### src/hw/bcrb_pkg.sv
/*
 constants of the board controller register bank: register indices,
 field positions, reset values, bus answers and timing.
 assumes a 32-bit axi4-lite bus; byte address is four times the index.
*/
package bcrb_pkg;
    // register indices (byte address = 4 * index)
    localparam int IDX_W = 10;
    localparam logic [9:0] IDX_LED = 10'h0a0;
    localparam logic [9:0] IDX_EEP_CTRL = 10'h0c0;
    localparam logic [9:0] IDX_VOL_R = 10'h0d0;
    localparam logic [9:0] IDX_VOL_L = 10'h0d1;
    localparam logic [9:0] IDX_EEP_FIRST = 10'h100;
    localparam logic [9:0] IDX_EEP_LAST = 10'h17f;
    localparam logic [9:0] IDX_CLK_CTRL = 10'h080;
    localparam logic [9:0] IDX_CLK_STAT = 10'h081;
    localparam logic [9:0] IDX_CAL_FIRST = 10'h088;
    localparam logic [9:0] IDX_IRQ_STAT = 10'h090;
    localparam logic [9:0] IDX_ALM_FIRST = 10'h098;
    localparam logic [9:0] IDX_RST_CTRL = 10'h0e0;
    localparam logic [9:0] IDX_PWR_CTRL = 10'h0e1;
    // sizes
    localparam int EEP_BYTES = 128;
    localparam int EEP_AW = 7;
    localparam int CAL_REGS = 7;
    localparam int ALM_REGS = 6;
    // field positions
    localparam int EEP_EN_BIT = 0;
    localparam int SOFT_RST_BIT = 0;
    localparam int SW_EN_BIT = 1;
    localparam int PWR_BIT = 0;
    localparam int SEC_POS = 0;
    localparam int MIN_POS = 1;
    // reset values, power-down values, field masks and the seconds wrap
    localparam logic [7:0] LED_RST = 8'h00;
    localparam logic [7:0] LED_POWER_DOWN = 8'h00;
    localparam logic [7:0] EEP_CTRL_RST = 8'h00;
    localparam logic [7:0] EEP_CTRL_MASK = 8'h01;
    localparam logic [7:0] VOL_RST = 8'h00;
    localparam logic [7:0] RST_CTRL_RST = 8'h00;
    localparam logic [7:0] RST_CTRL_MASK = 8'h03;
    localparam logic [7:0] PWR_RST = 8'h01;
    localparam logic [7:0] PWR_POWER_DOWN = 8'h00;
    localparam logic [7:0] CLK_CTRL_RST = 8'h00;
    localparam logic [7:0] CLK_STAT_RST = 8'h00;
    localparam logic [7:0] CAL_RST = 8'h00;
    localparam logic [7:0] ALM_RST = 8'h00;
    localparam logic [7:0] IRQ_RST = 8'h00;
    localparam logic [7:0] IRQ_MASK = 8'h1f;
    localparam logic [7:0] SEC_WRAP = 8'h3b;
    // bus answers
    localparam logic [1:0] RESP_OKAY = 2'h0;
    localparam logic [1:0] RESP_SLVERR = 2'h2;
    // timing
    localparam longint CLK_PERIOD_NS = 5;
    localparam longint SECOND_NS = 1000000000;
    localparam int TICK_CYCLES = int'(SECOND_NS / CLK_PERIOD_NS);
endpackage

### src/hw/bcrb_top.sv
/*
 board controller register bank: axi4-lite slave with led, volume,
 eeprom byte window and the reset-class logic of the controller.
 assumes one clock mclk, synchronous active-high reset, async pins.
*/
// The AXI4-Lite register port is this design's own decision.
`timescale 1ns/1ps
module bcrb_top
    import bcrb_pkg::*;
#(
    parameter int ADDR_W = 12,
    parameter int TICK_COUNT = TICK_CYCLES
) (
    // clock and reset
    input wire logic mclk,
    input wire logic reset,
    // board pins
    input wire logic hard_reset_input,
    input wire logic switch_reset_input,
    output logic [7:0] led_on_bit,
    output logic eeprom_enable,
    output logic [7:0] right_volume_level,
    output logic [7:0] left_volume_level,
    // axi4-lite write
    input wire logic [ADDR_W-1:0] awaddr,
    input wire logic awvalid,
    output logic awready,
    input wire logic [31:0] wdata,
    input wire logic [3:0] wstrb,
    input wire logic wvalid,
    output logic wready,
    output logic [1:0] bresp,
    output logic bvalid,
    input wire logic bready,
    // axi4-lite read
    input wire logic [ADDR_W-1:0] araddr,
    input wire logic arvalid,
    output logic arready,
    output logic [31:0] rdata,
    output logic [1:0] rresp,
    output logic rvalid,
    input wire logic rready
);

    if (ADDR_W < IDX_W + 2 || TICK_COUNT < 2) begin
        $error("bcrb_top: unsupported parameter values");
    end

    typedef struct packed {
        logic [1:0] hard_sync;
        logic [1:0] sw_sync;
        logic sw_prev;
        logic pwr_prev;
        logic [31:0] tick_cnt;
        logic [7:0] led;
        logic [7:0] eep_ctrl;
        logic [7:0] vol_r;
        logic [7:0] vol_l;
        logic [7:0] rst_ctrl;
        logic [7:0] pwr_ctrl;
        logic [7:0] clk_ctrl;
        logic [7:0] clk_stat;
        logic [7:0] irq_stat;
        logic [CAL_REGS-1:0][7:0] cal;
        logic [ALM_REGS-1:0][7:0] alm;
        logic [EEP_BYTES-1:0][7:0] eep;
        logic awready;
        logic wready;
        logic bvalid;
        logic [1:0] bresp;
        logic arready;
        logic rvalid;
        logic [1:0] rresp;
        logic [31:0] rdata;
        logic aw_held;
        logic w_held;
        logic [IDX_W-1:0] widx;
        logic [7:0] wbyte;
        logic wlane;
    } bcrb_state_type;

    // window test, used by decode, read and write
    function automatic logic in_window(input logic [IDX_W-1:0] idx);
        in_window = idx >= IDX_EEP_FIRST && idx <= IDX_EEP_LAST;
    endfunction

    function automatic logic reg_hit(input logic [IDX_W-1:0] idx);
        reg_hit = in_window(idx) || idx == IDX_LED
            || idx == IDX_EEP_CTRL || idx == IDX_VOL_R
            || idx == IDX_VOL_L || idx == IDX_CLK_CTRL
            || idx == IDX_CLK_STAT || idx == IDX_IRQ_STAT
            || idx == IDX_RST_CTRL || idx == IDX_PWR_CTRL
            || (idx >= IDX_CAL_FIRST
                && idx < IDX_CAL_FIRST + 10'(CAL_REGS))
            || (idx >= IDX_ALM_FIRST
                && idx < IDX_ALM_FIRST + 10'(ALM_REGS));
    endfunction

    // reinitialise registers; full selects the hard class
    function automatic bcrb_state_type reinit(input bcrb_state_type st,
                                              input logic full);
        bcrb_state_type r;
        r = st;
        r.led = LED_RST;
        r.eep_ctrl = EEP_CTRL_RST;
        r.vol_r = VOL_RST;
        r.vol_l = VOL_RST;
        r.rst_ctrl = RST_CTRL_RST;
        r.pwr_ctrl = PWR_RST;
        r.pwr_prev = PWR_RST[PWR_BIT];
        r.clk_ctrl = CLK_CTRL_RST;
        r.irq_stat = IRQ_RST;
        if (full) begin
            r.clk_stat = CLK_STAT_RST;
            r.alm = {ALM_REGS{ALM_RST}};
            r.cal = {CAL_REGS{CAL_RST}};
            r.tick_cnt = '0;
        end
        reinit = r;
    endfunction

    function automatic bcrb_state_type boot_state();
        bcrb_state_type r;
        r = '0;
        r = reinit(r, 1'b1);
        r.awready = 1'b1;
        r.wready = 1'b1;
        r.arready = 1'b1;
        boot_state = r;
    endfunction

    localparam bcrb_state_type RST_STATE = boot_state();

    function automatic logic [7:0] read_byte(input bcrb_state_type st,
                                             input logic [IDX_W-1:0] idx);
        logic [7:0] v;
        v = 8'h00;
        if (in_window(idx)) begin
            if (st.eep_ctrl[EEP_EN_BIT]) begin
                v = st.eep[idx[EEP_AW-1:0]];
            end
        end else if (idx >= IDX_CAL_FIRST
                     && idx < IDX_CAL_FIRST + 10'(CAL_REGS)) begin
            v = st.cal[3'(idx - IDX_CAL_FIRST)];
        end else if (idx >= IDX_ALM_FIRST
                     && idx < IDX_ALM_FIRST + 10'(ALM_REGS)) begin
            v = st.alm[3'(idx - IDX_ALM_FIRST)];
        end else begin
            case (idx)
                IDX_LED: v = st.led;
                IDX_EEP_CTRL: v = st.eep_ctrl & EEP_CTRL_MASK;
                IDX_VOL_R: v = st.vol_r;
                IDX_VOL_L: v = st.vol_l;
                IDX_CLK_CTRL: v = st.clk_ctrl;
                IDX_CLK_STAT: v = st.clk_stat;
                IDX_IRQ_STAT: v = st.irq_stat;
                IDX_RST_CTRL: v = st.rst_ctrl;
                IDX_PWR_CTRL: v = st.pwr_ctrl;
                default: v = 8'h00;
            endcase
        end
        read_byte = v;
    endfunction

    bcrb_state_type s;
    bcrb_state_type next_s;
    logic press;
    logic class_a;
    logic class_b;
    logic class_c;
    logic class_d;
    logic wr_fire;
    logic tick;

    always_comb begin
        next_s = s;
        // pin synchronisers and switch press
        next_s.hard_sync = {s.hard_sync[0], hard_reset_input};
        next_s.sw_sync = {s.sw_sync[0], switch_reset_input};
        next_s.sw_prev = s.sw_sync[1];
        press = s.sw_sync[1] & ~s.sw_prev;
        class_a = s.hard_sync[1];
        class_b = s.rst_ctrl[SOFT_RST_BIT]
            | (press & s.rst_ctrl[SW_EN_BIT]);
        class_c = press & ~s.rst_ctrl[SW_EN_BIT];
        class_d = s.pwr_prev & ~s.pwr_ctrl[PWR_BIT];
        // seconds tick and calendar
        tick = s.tick_cnt == 32'(TICK_COUNT - 1);
        next_s.tick_cnt = tick ? 32'h0 : s.tick_cnt + 32'h1;
        if (tick) begin
            if (s.cal[SEC_POS] == SEC_WRAP) begin
                next_s.cal[SEC_POS] = 8'h00;
                next_s.cal[MIN_POS] = s.cal[MIN_POS] + 8'h01;
            end else begin
                next_s.cal[SEC_POS] = s.cal[SEC_POS] + 8'h01;
            end
        end
        // write address and data, taken in either order
        if (s.awready && awvalid) begin
            next_s.widx = awaddr[IDX_W+1:2];
            next_s.aw_held = 1'b1;
        end
        if (s.wready && wvalid) begin
            next_s.wbyte = wdata[7:0];
            next_s.wlane = wstrb[0];
            next_s.w_held = 1'b1;
        end
        if (s.bvalid && bready) begin
            next_s.bvalid = 1'b0;
        end
        wr_fire = s.aw_held & s.w_held & ~s.bvalid;
        if (wr_fire) begin
            next_s.aw_held = 1'b0;
            next_s.w_held = 1'b0;
            next_s.bvalid = 1'b1;
            next_s.bresp = reg_hit(s.widx) ? RESP_OKAY : RESP_SLVERR;
            if (s.wlane) begin
                if (in_window(s.widx)) begin
                    if (s.eep_ctrl[EEP_EN_BIT]) begin
                        next_s.eep[s.widx[EEP_AW-1:0]] = s.wbyte;
                    end
                end else if (s.widx >= IDX_CAL_FIRST
                        && s.widx < IDX_CAL_FIRST + 10'(CAL_REGS)) begin
                    next_s.cal[3'(s.widx - IDX_CAL_FIRST)] = s.wbyte;
                end else if (s.widx >= IDX_ALM_FIRST
                        && s.widx < IDX_ALM_FIRST + 10'(ALM_REGS)) begin
                    next_s.alm[3'(s.widx - IDX_ALM_FIRST)] = s.wbyte;
                end else begin
                    case (s.widx)
                        IDX_LED: next_s.led = s.wbyte;
                        IDX_EEP_CTRL: begin
                            next_s.eep_ctrl = s.wbyte & EEP_CTRL_MASK;
                        end
                        IDX_VOL_R: next_s.vol_r = s.wbyte;
                        IDX_VOL_L: next_s.vol_l = s.wbyte;
                        IDX_CLK_CTRL: next_s.clk_ctrl = s.wbyte;
                        IDX_CLK_STAT: next_s.clk_stat = s.wbyte;
                        IDX_IRQ_STAT: begin
                            next_s.irq_stat = s.irq_stat & s.wbyte;
                        end
                        IDX_RST_CTRL: begin
                            next_s.rst_ctrl = s.wbyte & RST_CTRL_MASK;
                        end
                        IDX_PWR_CTRL: next_s.pwr_ctrl = s.wbyte;
                        default: next_s.led = s.led;
                    endcase
                end
            end
        end
        next_s.awready = ~next_s.aw_held & ~next_s.bvalid;
        next_s.wready = ~next_s.w_held & ~next_s.bvalid;
        // read channel
        if (s.rvalid && rready) begin
            next_s.rvalid = 1'b0;
            next_s.arready = 1'b1;
        end
        if (s.arready && arvalid) begin
            next_s.arready = 1'b0;
            next_s.rvalid = 1'b1;
            next_s.rresp = reg_hit(araddr[IDX_W+1:2])
                ? RESP_OKAY : RESP_SLVERR;
            next_s.rdata = {24'h0, read_byte(s, araddr[IDX_W+1:2])};
        end
        next_s.pwr_prev = s.pwr_ctrl[PWR_BIT];
        // reset classes win over the bus; eep bytes are cleared only by reset, never by a class
        if (class_a) begin
            next_s = reinit(next_s, 1'b1);
        end else if (class_b) begin
            next_s = reinit(next_s, 1'b0);
            next_s.alm = s.alm;
            next_s.clk_stat = s.clk_stat;
        end else if (class_d) begin
            next_s = reinit(next_s, 1'b0);
            next_s.alm = s.alm;
            next_s.clk_stat = s.clk_stat;
            next_s.led = LED_POWER_DOWN;
            next_s.pwr_ctrl = PWR_POWER_DOWN;
            next_s.pwr_prev = PWR_POWER_DOWN[PWR_BIT];
        end
    end

    always_ff @(posedge mclk) begin
        if (reset) begin
            s <= RST_STATE;
        end else begin
            s <= next_s;
        end
    end

    assign led_on_bit = s.led;
    assign eeprom_enable = s.eep_ctrl[EEP_EN_BIT];
    assign right_volume_level = s.vol_r;
    assign left_volume_level = s.vol_l;
    assign awready = s.awready;
    assign wready = s.wready;
    assign bvalid = s.bvalid;
    assign bresp = s.bresp;
    assign arready = s.arready;
    assign rvalid = s.rvalid;
    assign rresp = s.rresp;
    assign rdata = s.rdata;
endmodule

### config.mk
export PLATFORM = sky130hd
export DESIGN_NAME = bcrb_top
export DESIGN_NICKNAME = d
export VERILOG_FILES = /design/src/hw/bcrb_pkg.sv /design/src/hw/bcrb_top.sv
export SDC_FILE = /design/constraint.sdc
export NUM_CORES = 2
export LEC_CHECK = 0
export ABC_AREA = 0
export BUFFER_PORTS_ARGS = -buffer_cell sky130_fd_sc_hd__buf_2
export CAP_MARGIN = 20
export CORE_ASPECT_RATIO = 0.75
export CORE_UTILIZATION = 60
export DETAILED_ROUTE_END_ITERATION = 16
export PLACE_DENSITY = 0.8
export SETUP_SLACK_MARGIN = 0.15
export SLEW_MARGIN = 20
export SYNTH_ARGS = -nofsm -noshare
export SYNTH_HDL_FRONTEND = slang
export SYNTH_SLANG_ARGS = --single-unit
### constraint.sdc
create_clock -name mclk -period 4 [get_ports mclk]
set_input_delay 0.8 -clock mclk [delete_from_list [all_inputs] [get_ports mclk]]
set_output_delay 0.8 -clock mclk [all_outputs]
set_load 0.005 [all_outputs]
**After elaboration in Yosys (flattened, before gate mapping)**

Index checks and enable logic that the tools add are counted.

- $lt $le $gt $ge: 21
- Shifts and indexed selects: 0
- Multiplexer cells: 57
- $mul: 0
- Add/sub/neg operators: 7
- Divide/modulo/power cells: 0
- Bitwise gates (word level): 20
- Reductions and logical operators: 53
- Eq/ne operators: 23

Operators by type and width:

| cell | number |
|---|---|
| 1200-bit two-way mux | 2 |
| 1024-bit two-way mux | 2 |
| 1295-bit two-way mux | 1 |
| 1294-bit two-way mux | 1 |
| 1086-bit two-way mux | 1 |
| 1024-bit bitwise mux | 1 |
| 10-bit by 8-bit equality test with 1-bit output (second input constant) | 18 |
| 176-bit two-way mux | 1 |
| 8-bit two-way mux | 19 |
| 72-bit two-way mux | 2 |
| 48-bit two-way mux | 2 |
| 8-bit one-hot mux with 9 select lines | 1 |
| 8-bit binary-select mux with 7-bit select | 1 |
| 56-bit bitwise mux | 1 |
| 8-bit demux with 7-bit select | 1 |
| 56-bit two-way mux | 1 |
| 6-bit AND reduction | 9 |
| 8-bit binary-select mux with 3-bit select | 2 |
| 48-bit bitwise mux | 1 |
| 8-bit demux with 3-bit select | 2 |
| 10-bit by 8-bit >= comparator with 1-bit output (second input constant) | 4 |
| 10-bit by 8-bit < comparator with 1-bit output (second input constant) | 4 |
| 36-bit two-way mux | 1 |
| 32-bit by 1-bit adder with 32-bit output (second input constant) | 1 |
| 30 further kinds | 102 |

- Memory bits (read-only): 0
- Register bits after elaboration: 1,287
- Latch bits: 0
- Memories kept: 0
- Memory bits (writable): 0

**Depth between registers and ports, before layout**

- Depth in word-level cells: 20
- Mapped depth: 12
- Gate-level depth less buffers: 8

**Worst setup path before layout**

Ideal clock, no wire load.

- Kind: input to register
- Start: input port araddr[2]
- End: register s (netlist bit rdata[5])
- Slack: 0.920 ns
- Stages: 9
- Data arrival time: 2.964 ns
- Path buffers: 3
- Setup time: 0.116 ns
- Required time: 3.884 ns
- Cells stage by stage: buf_2 -> buf_4 -> buf_2 -> mux4_2 -> a221oi_1 -> nand4_1 -> o31ai_1 -> o21ai_0 -> a31o_2

- Cells in the longest elaborated chain, start to end: 10
- Elaborated cells on any way between the ends: 35

RTL lines:

| what | line | source |
|---|---|---|
| start: declaration | bcrb_top.sv:36 | `input wire logic [ADDR_W-1:0] araddr,` |
| 3-bit by 1-bit subtractor with 3-bit output | bcrb_top.sv:144, bcrb_top.sv:147 |  |
| 8-bit binary-select mux with 3-bit select | bcrb_top.sv:147 | `v = st.alm[3'(idx - IDX_ALM_FIRST)];` |
| 8-bit two-way mux (not written as such) | bcrb_top.sv:147 |  |
| 8-bit two-way mux | bcrb_top.sv:145 | `end else if (idx >= IDX_ALM_FIRST` |
| 8-bit two-way mux | bcrb_top.sv:142 | `end else if (idx >= IDX_CAL_FIRST` |
| 8-bit two-way mux (*) | bcrb_top.sv:138 | `if (in_window(idx)) begin` |
| 36-bit two-way mux (*) | bcrb_top.sv:257 | `if (s.arready && arvalid) begin` |
| 1295-bit two-way mux | bcrb_top.sv:272 | `end else if (class_d) begin` |
| 1294-bit two-way mux | bcrb_top.sv:268 | `end else if (class_b) begin` |
| 1086-bit two-way mux (*) | bcrb_top.sv:266 | `if (class_a) begin` |
| end signal: assignment | bcrb_top.sv:286 | `s <= next_s;` |
| end: declaration | bcrb_top.sv:165 | `bcrb_state_type s;` |

Every way passes the cells marked *; elsewhere a longest branch is shown, timed or not. The select of a mux whose other input is x is not followed.
A chain may end at the register's enable or synchronous reset.

==> impl_metrics.yaml <==
outcome:
  status: "finished clean"
clock_tree:
  clock_latency_ps: 760
  cts.repair.resized: 0
  cts_buffer_depth: 3
  hold_buffers: 0
  cts_made_buffers: 115
  root_buffer: "clkbuf_16"
  cts.sinks: 1261
  cts_tree: "yes"
  path_clk_slew_ps: 70
  htreeDepth: 3
  cts_setup_buffers: 0
sta:
  fin_crit_sh: 0.802
  timing.fmax_mhz: 312
  hold_viol_final: 0
  skew_ps: 29.6
  setup_viol: 0
  worst_pin_slew_ps: 1140
  fin_crit_ps: 3210
  slew_viol_final: 0
  tns_ps: 0
  max-slew-margin-rel: 0.240
  rsz0062_at_grt: "no"
grt:
  antenna_found_initial: 4
  gr-total-overflow: 0
  grt_use_total: 0.370
  grt_pass1_vias: 48000
  grt_max_degree: 208
  grt_pass1_wl_um: 277000
detailed_routing:
  num_vias: 51500
  drc_errors: 0
  postRouteAntennaNets: 0
  drt_wl_total_um: 181000
  vias_per_cell: 6.68
  wl_per_cell_um: 23.4
  drt_first_pass_iters: 8
  first_iter_violations: 7752
critical_path:
  crit_path_start_kind: "register"
  worstSetupEndpointType: "register"
  r2r_start: "s[12]"
  cp_data_required_time_ps: 4610
  critPathMaxFanout: 21
  arrival_ps: 3820
  setup.worst_path.class: "reg2reg"
  worstSetupStartpoint: "s[12]"
  r2r_cells: 7
floorplan:
  core_um2: 92200
  die_w_um: 356
  fp.dieH_um: 268
  die_area_um2: 95200
  io_pins: 135
  initial_core_util: 0.611
  fp-row-count: 96
pwr:
  power_leakage_nw: 20.4
  power.density_nw_per_um2: 424
  vdd_drop_max_mv: 0.528
cells_and_area:
  finalInstanceArea_um2: 61900
  nets: 6461
  layout-drive-gt1-share: 0.124
  multiInputGateArea_um2: 28300
  fill_cells: 7241
  fin_cells: 7709
  syn_to_final_growth_pct: 9.73
  register_area_um2: 25300
placement:
  place_congestion: 0.945
  numPlacedInstances: 7497
  portBuffers: 77
  dp_hpwl_um: 112000
  place_area_um2: 57700
worst_hold_path:
  hold_path_class: "in2reg"
  worstHoldStart: "switch_reset_input"
  hold_path_depth: 2
logic_synthesis:
  synth_warnings: 0
  syn_inst: 6663
  synth_area_leader_cell: "dfxtp_1"
  synthTopCellsByArea: "dfxtp_1 45%, a21oi_1 9.9%, mux4_2 9.6%, nand3_1 9.4%, nand2_1 8.8%"
  yosysSeqAreaShare: 0.448
  yosysTopAreaCellShare: 0.448
  syn_area_um2: 56400
  synthFlopType: "dfxtp_1"
  synth_area_per_cell_um2: 8.46
  synth_edf_count: 0
  async_reset_ff_frac: 0
  synthDistinctLibCells: 78
  synth-seq-cells: 1261
flow_run:
  maxCapViolCount: 0
[synth_stat cells, types with 5 or more instances]
cell type and number:
nand3b_1 7, inv_1 12, buf_2 94, and2_1 6, nand2_1 1315, xnor2_1 13
nor4b_1 5, nor2_1 248, nand3_1 1059, xor2_1 24, nor4_1 9, or3_1 6
buf_4 80, nor3_1 27, a211oi_1 10, a22o_1 13, nand4_1 31, a21oi_1 1121
nand2b_1 12, o211a_1 8, o21ai_0 52, mux2_2 16, a31oi_1 8, mux4_2 241
and3_1 8, a22oi_1 99, buf_1 15, nor2_4 6, clkbuf_1 513, o31ai_1 6
nor3b_1 5, nor2b_1 16, a221oi_1 19, dfxtp_1 1261, mux2i_1 221
[final timing paths]
path	endpoint	slack, ps
max	register	790
max reg2reg	register	790
min reg2reg	class_a	450
min	s[1296]	270
[report_power, final]
| part | switching (mW) | leakage (nW) | internal (mW) |
|---|---|---|---|
| Clock | 5.09 | 2.02 | 7.00 |
| Sequential | 0.162 | 10.2 | 12.6 |
| Combinational | 1.02 | 8.21 | 0.363 |
| Total | 6.27 | 20.4 | 19.9 |
[stage by stage]
stage          total power [mW]   util  worst slack [ps]  hold WS (ps)
5_1_grt                    26.8  0.671               651           247
3_5_place_dp               14.3  0.626               313           437
2_1_floorplan              13.8      -               920           414
4_1_cts                    26.1  0.671               867           244
6_report                   26.2  0.671               791           273
3_3_place_gp               14.3  0.626               342           417
[layout by cell type, fill, tap and decap left out, types with 13 or more instances in the layout]
| cell type | instances |
|---|---|
| nor3_1 | 21 |
| clkbuf_16 | 117 |
| nor2_4 | 23 |
| dfxtp_1 | 1253 |
| a21oi_1 | 1121 |
| buf_12 | 47 |
| a22o_1 | 13 |
| conb_1 | 26 |
| mux2i_1 | 221 |
| o21ai_0 | 52 |
| nand4_1 | 31 |
| xor2_1 | 24 |
| mux4_2 | 241 |
| nand3_1 | 1059 |
| a221oi_1 | 19 |
| nand2_1 | 1315 |
| buf_4 | 167 |
| bufinv_16 | 16 |
| clkbuf_8 | 32 |
| a22oi_1 | 99 |
| clkbuf_1 | 21 |
| mux2_2 | 16 |
| buf_2 | 73 |
| xnor2_1 | 13 |
| nor2_1 | 231 |
[layout make-up]
class	instances	area share
Tap cell	1225	0.0248
Inverter	13	0.000789
Clock buffer	170	0.0557
Sequential cell	1261	0.408
Timing Repair Buffer	290	0.0421
Antenna cell	4	0.000162
Clock inverter	38	0.0110
Multi-Input combinational cell	4708	0.457
[critical path, stage by stage, from the launching register on]
cell     delay [ps]
dfxtp_1         670
nor4b_2         390
nand2_1         160
nor2_1          280
nand2_1         530
nor2_2          670
mux2i_1         310
nor2_1           70
[layer usage]
layer  wire length, um  vias up  share of wire  GRT usage
met3             24600      506           0.14      0.109
met1             70400    24800           0.39      0.509
met5                26        -        0.00014          0
met2             78400     3380           0.43      0.545
met4              7080        4          0.039      0.143
li1                  -    22800              -          -
[cell families after synthesis]
group                      synth area share
adders and majority gates          0.000666
muxes                                 0.139
other                             0.0000665
and+or+nand+nor                       0.220
AOI/OAI and AO/OA                     0.131
DFF                                   0.448
buffers and inverters                0.0558
xor gates and xnor gates            0.00575
(Power assumes the default switching activity.)
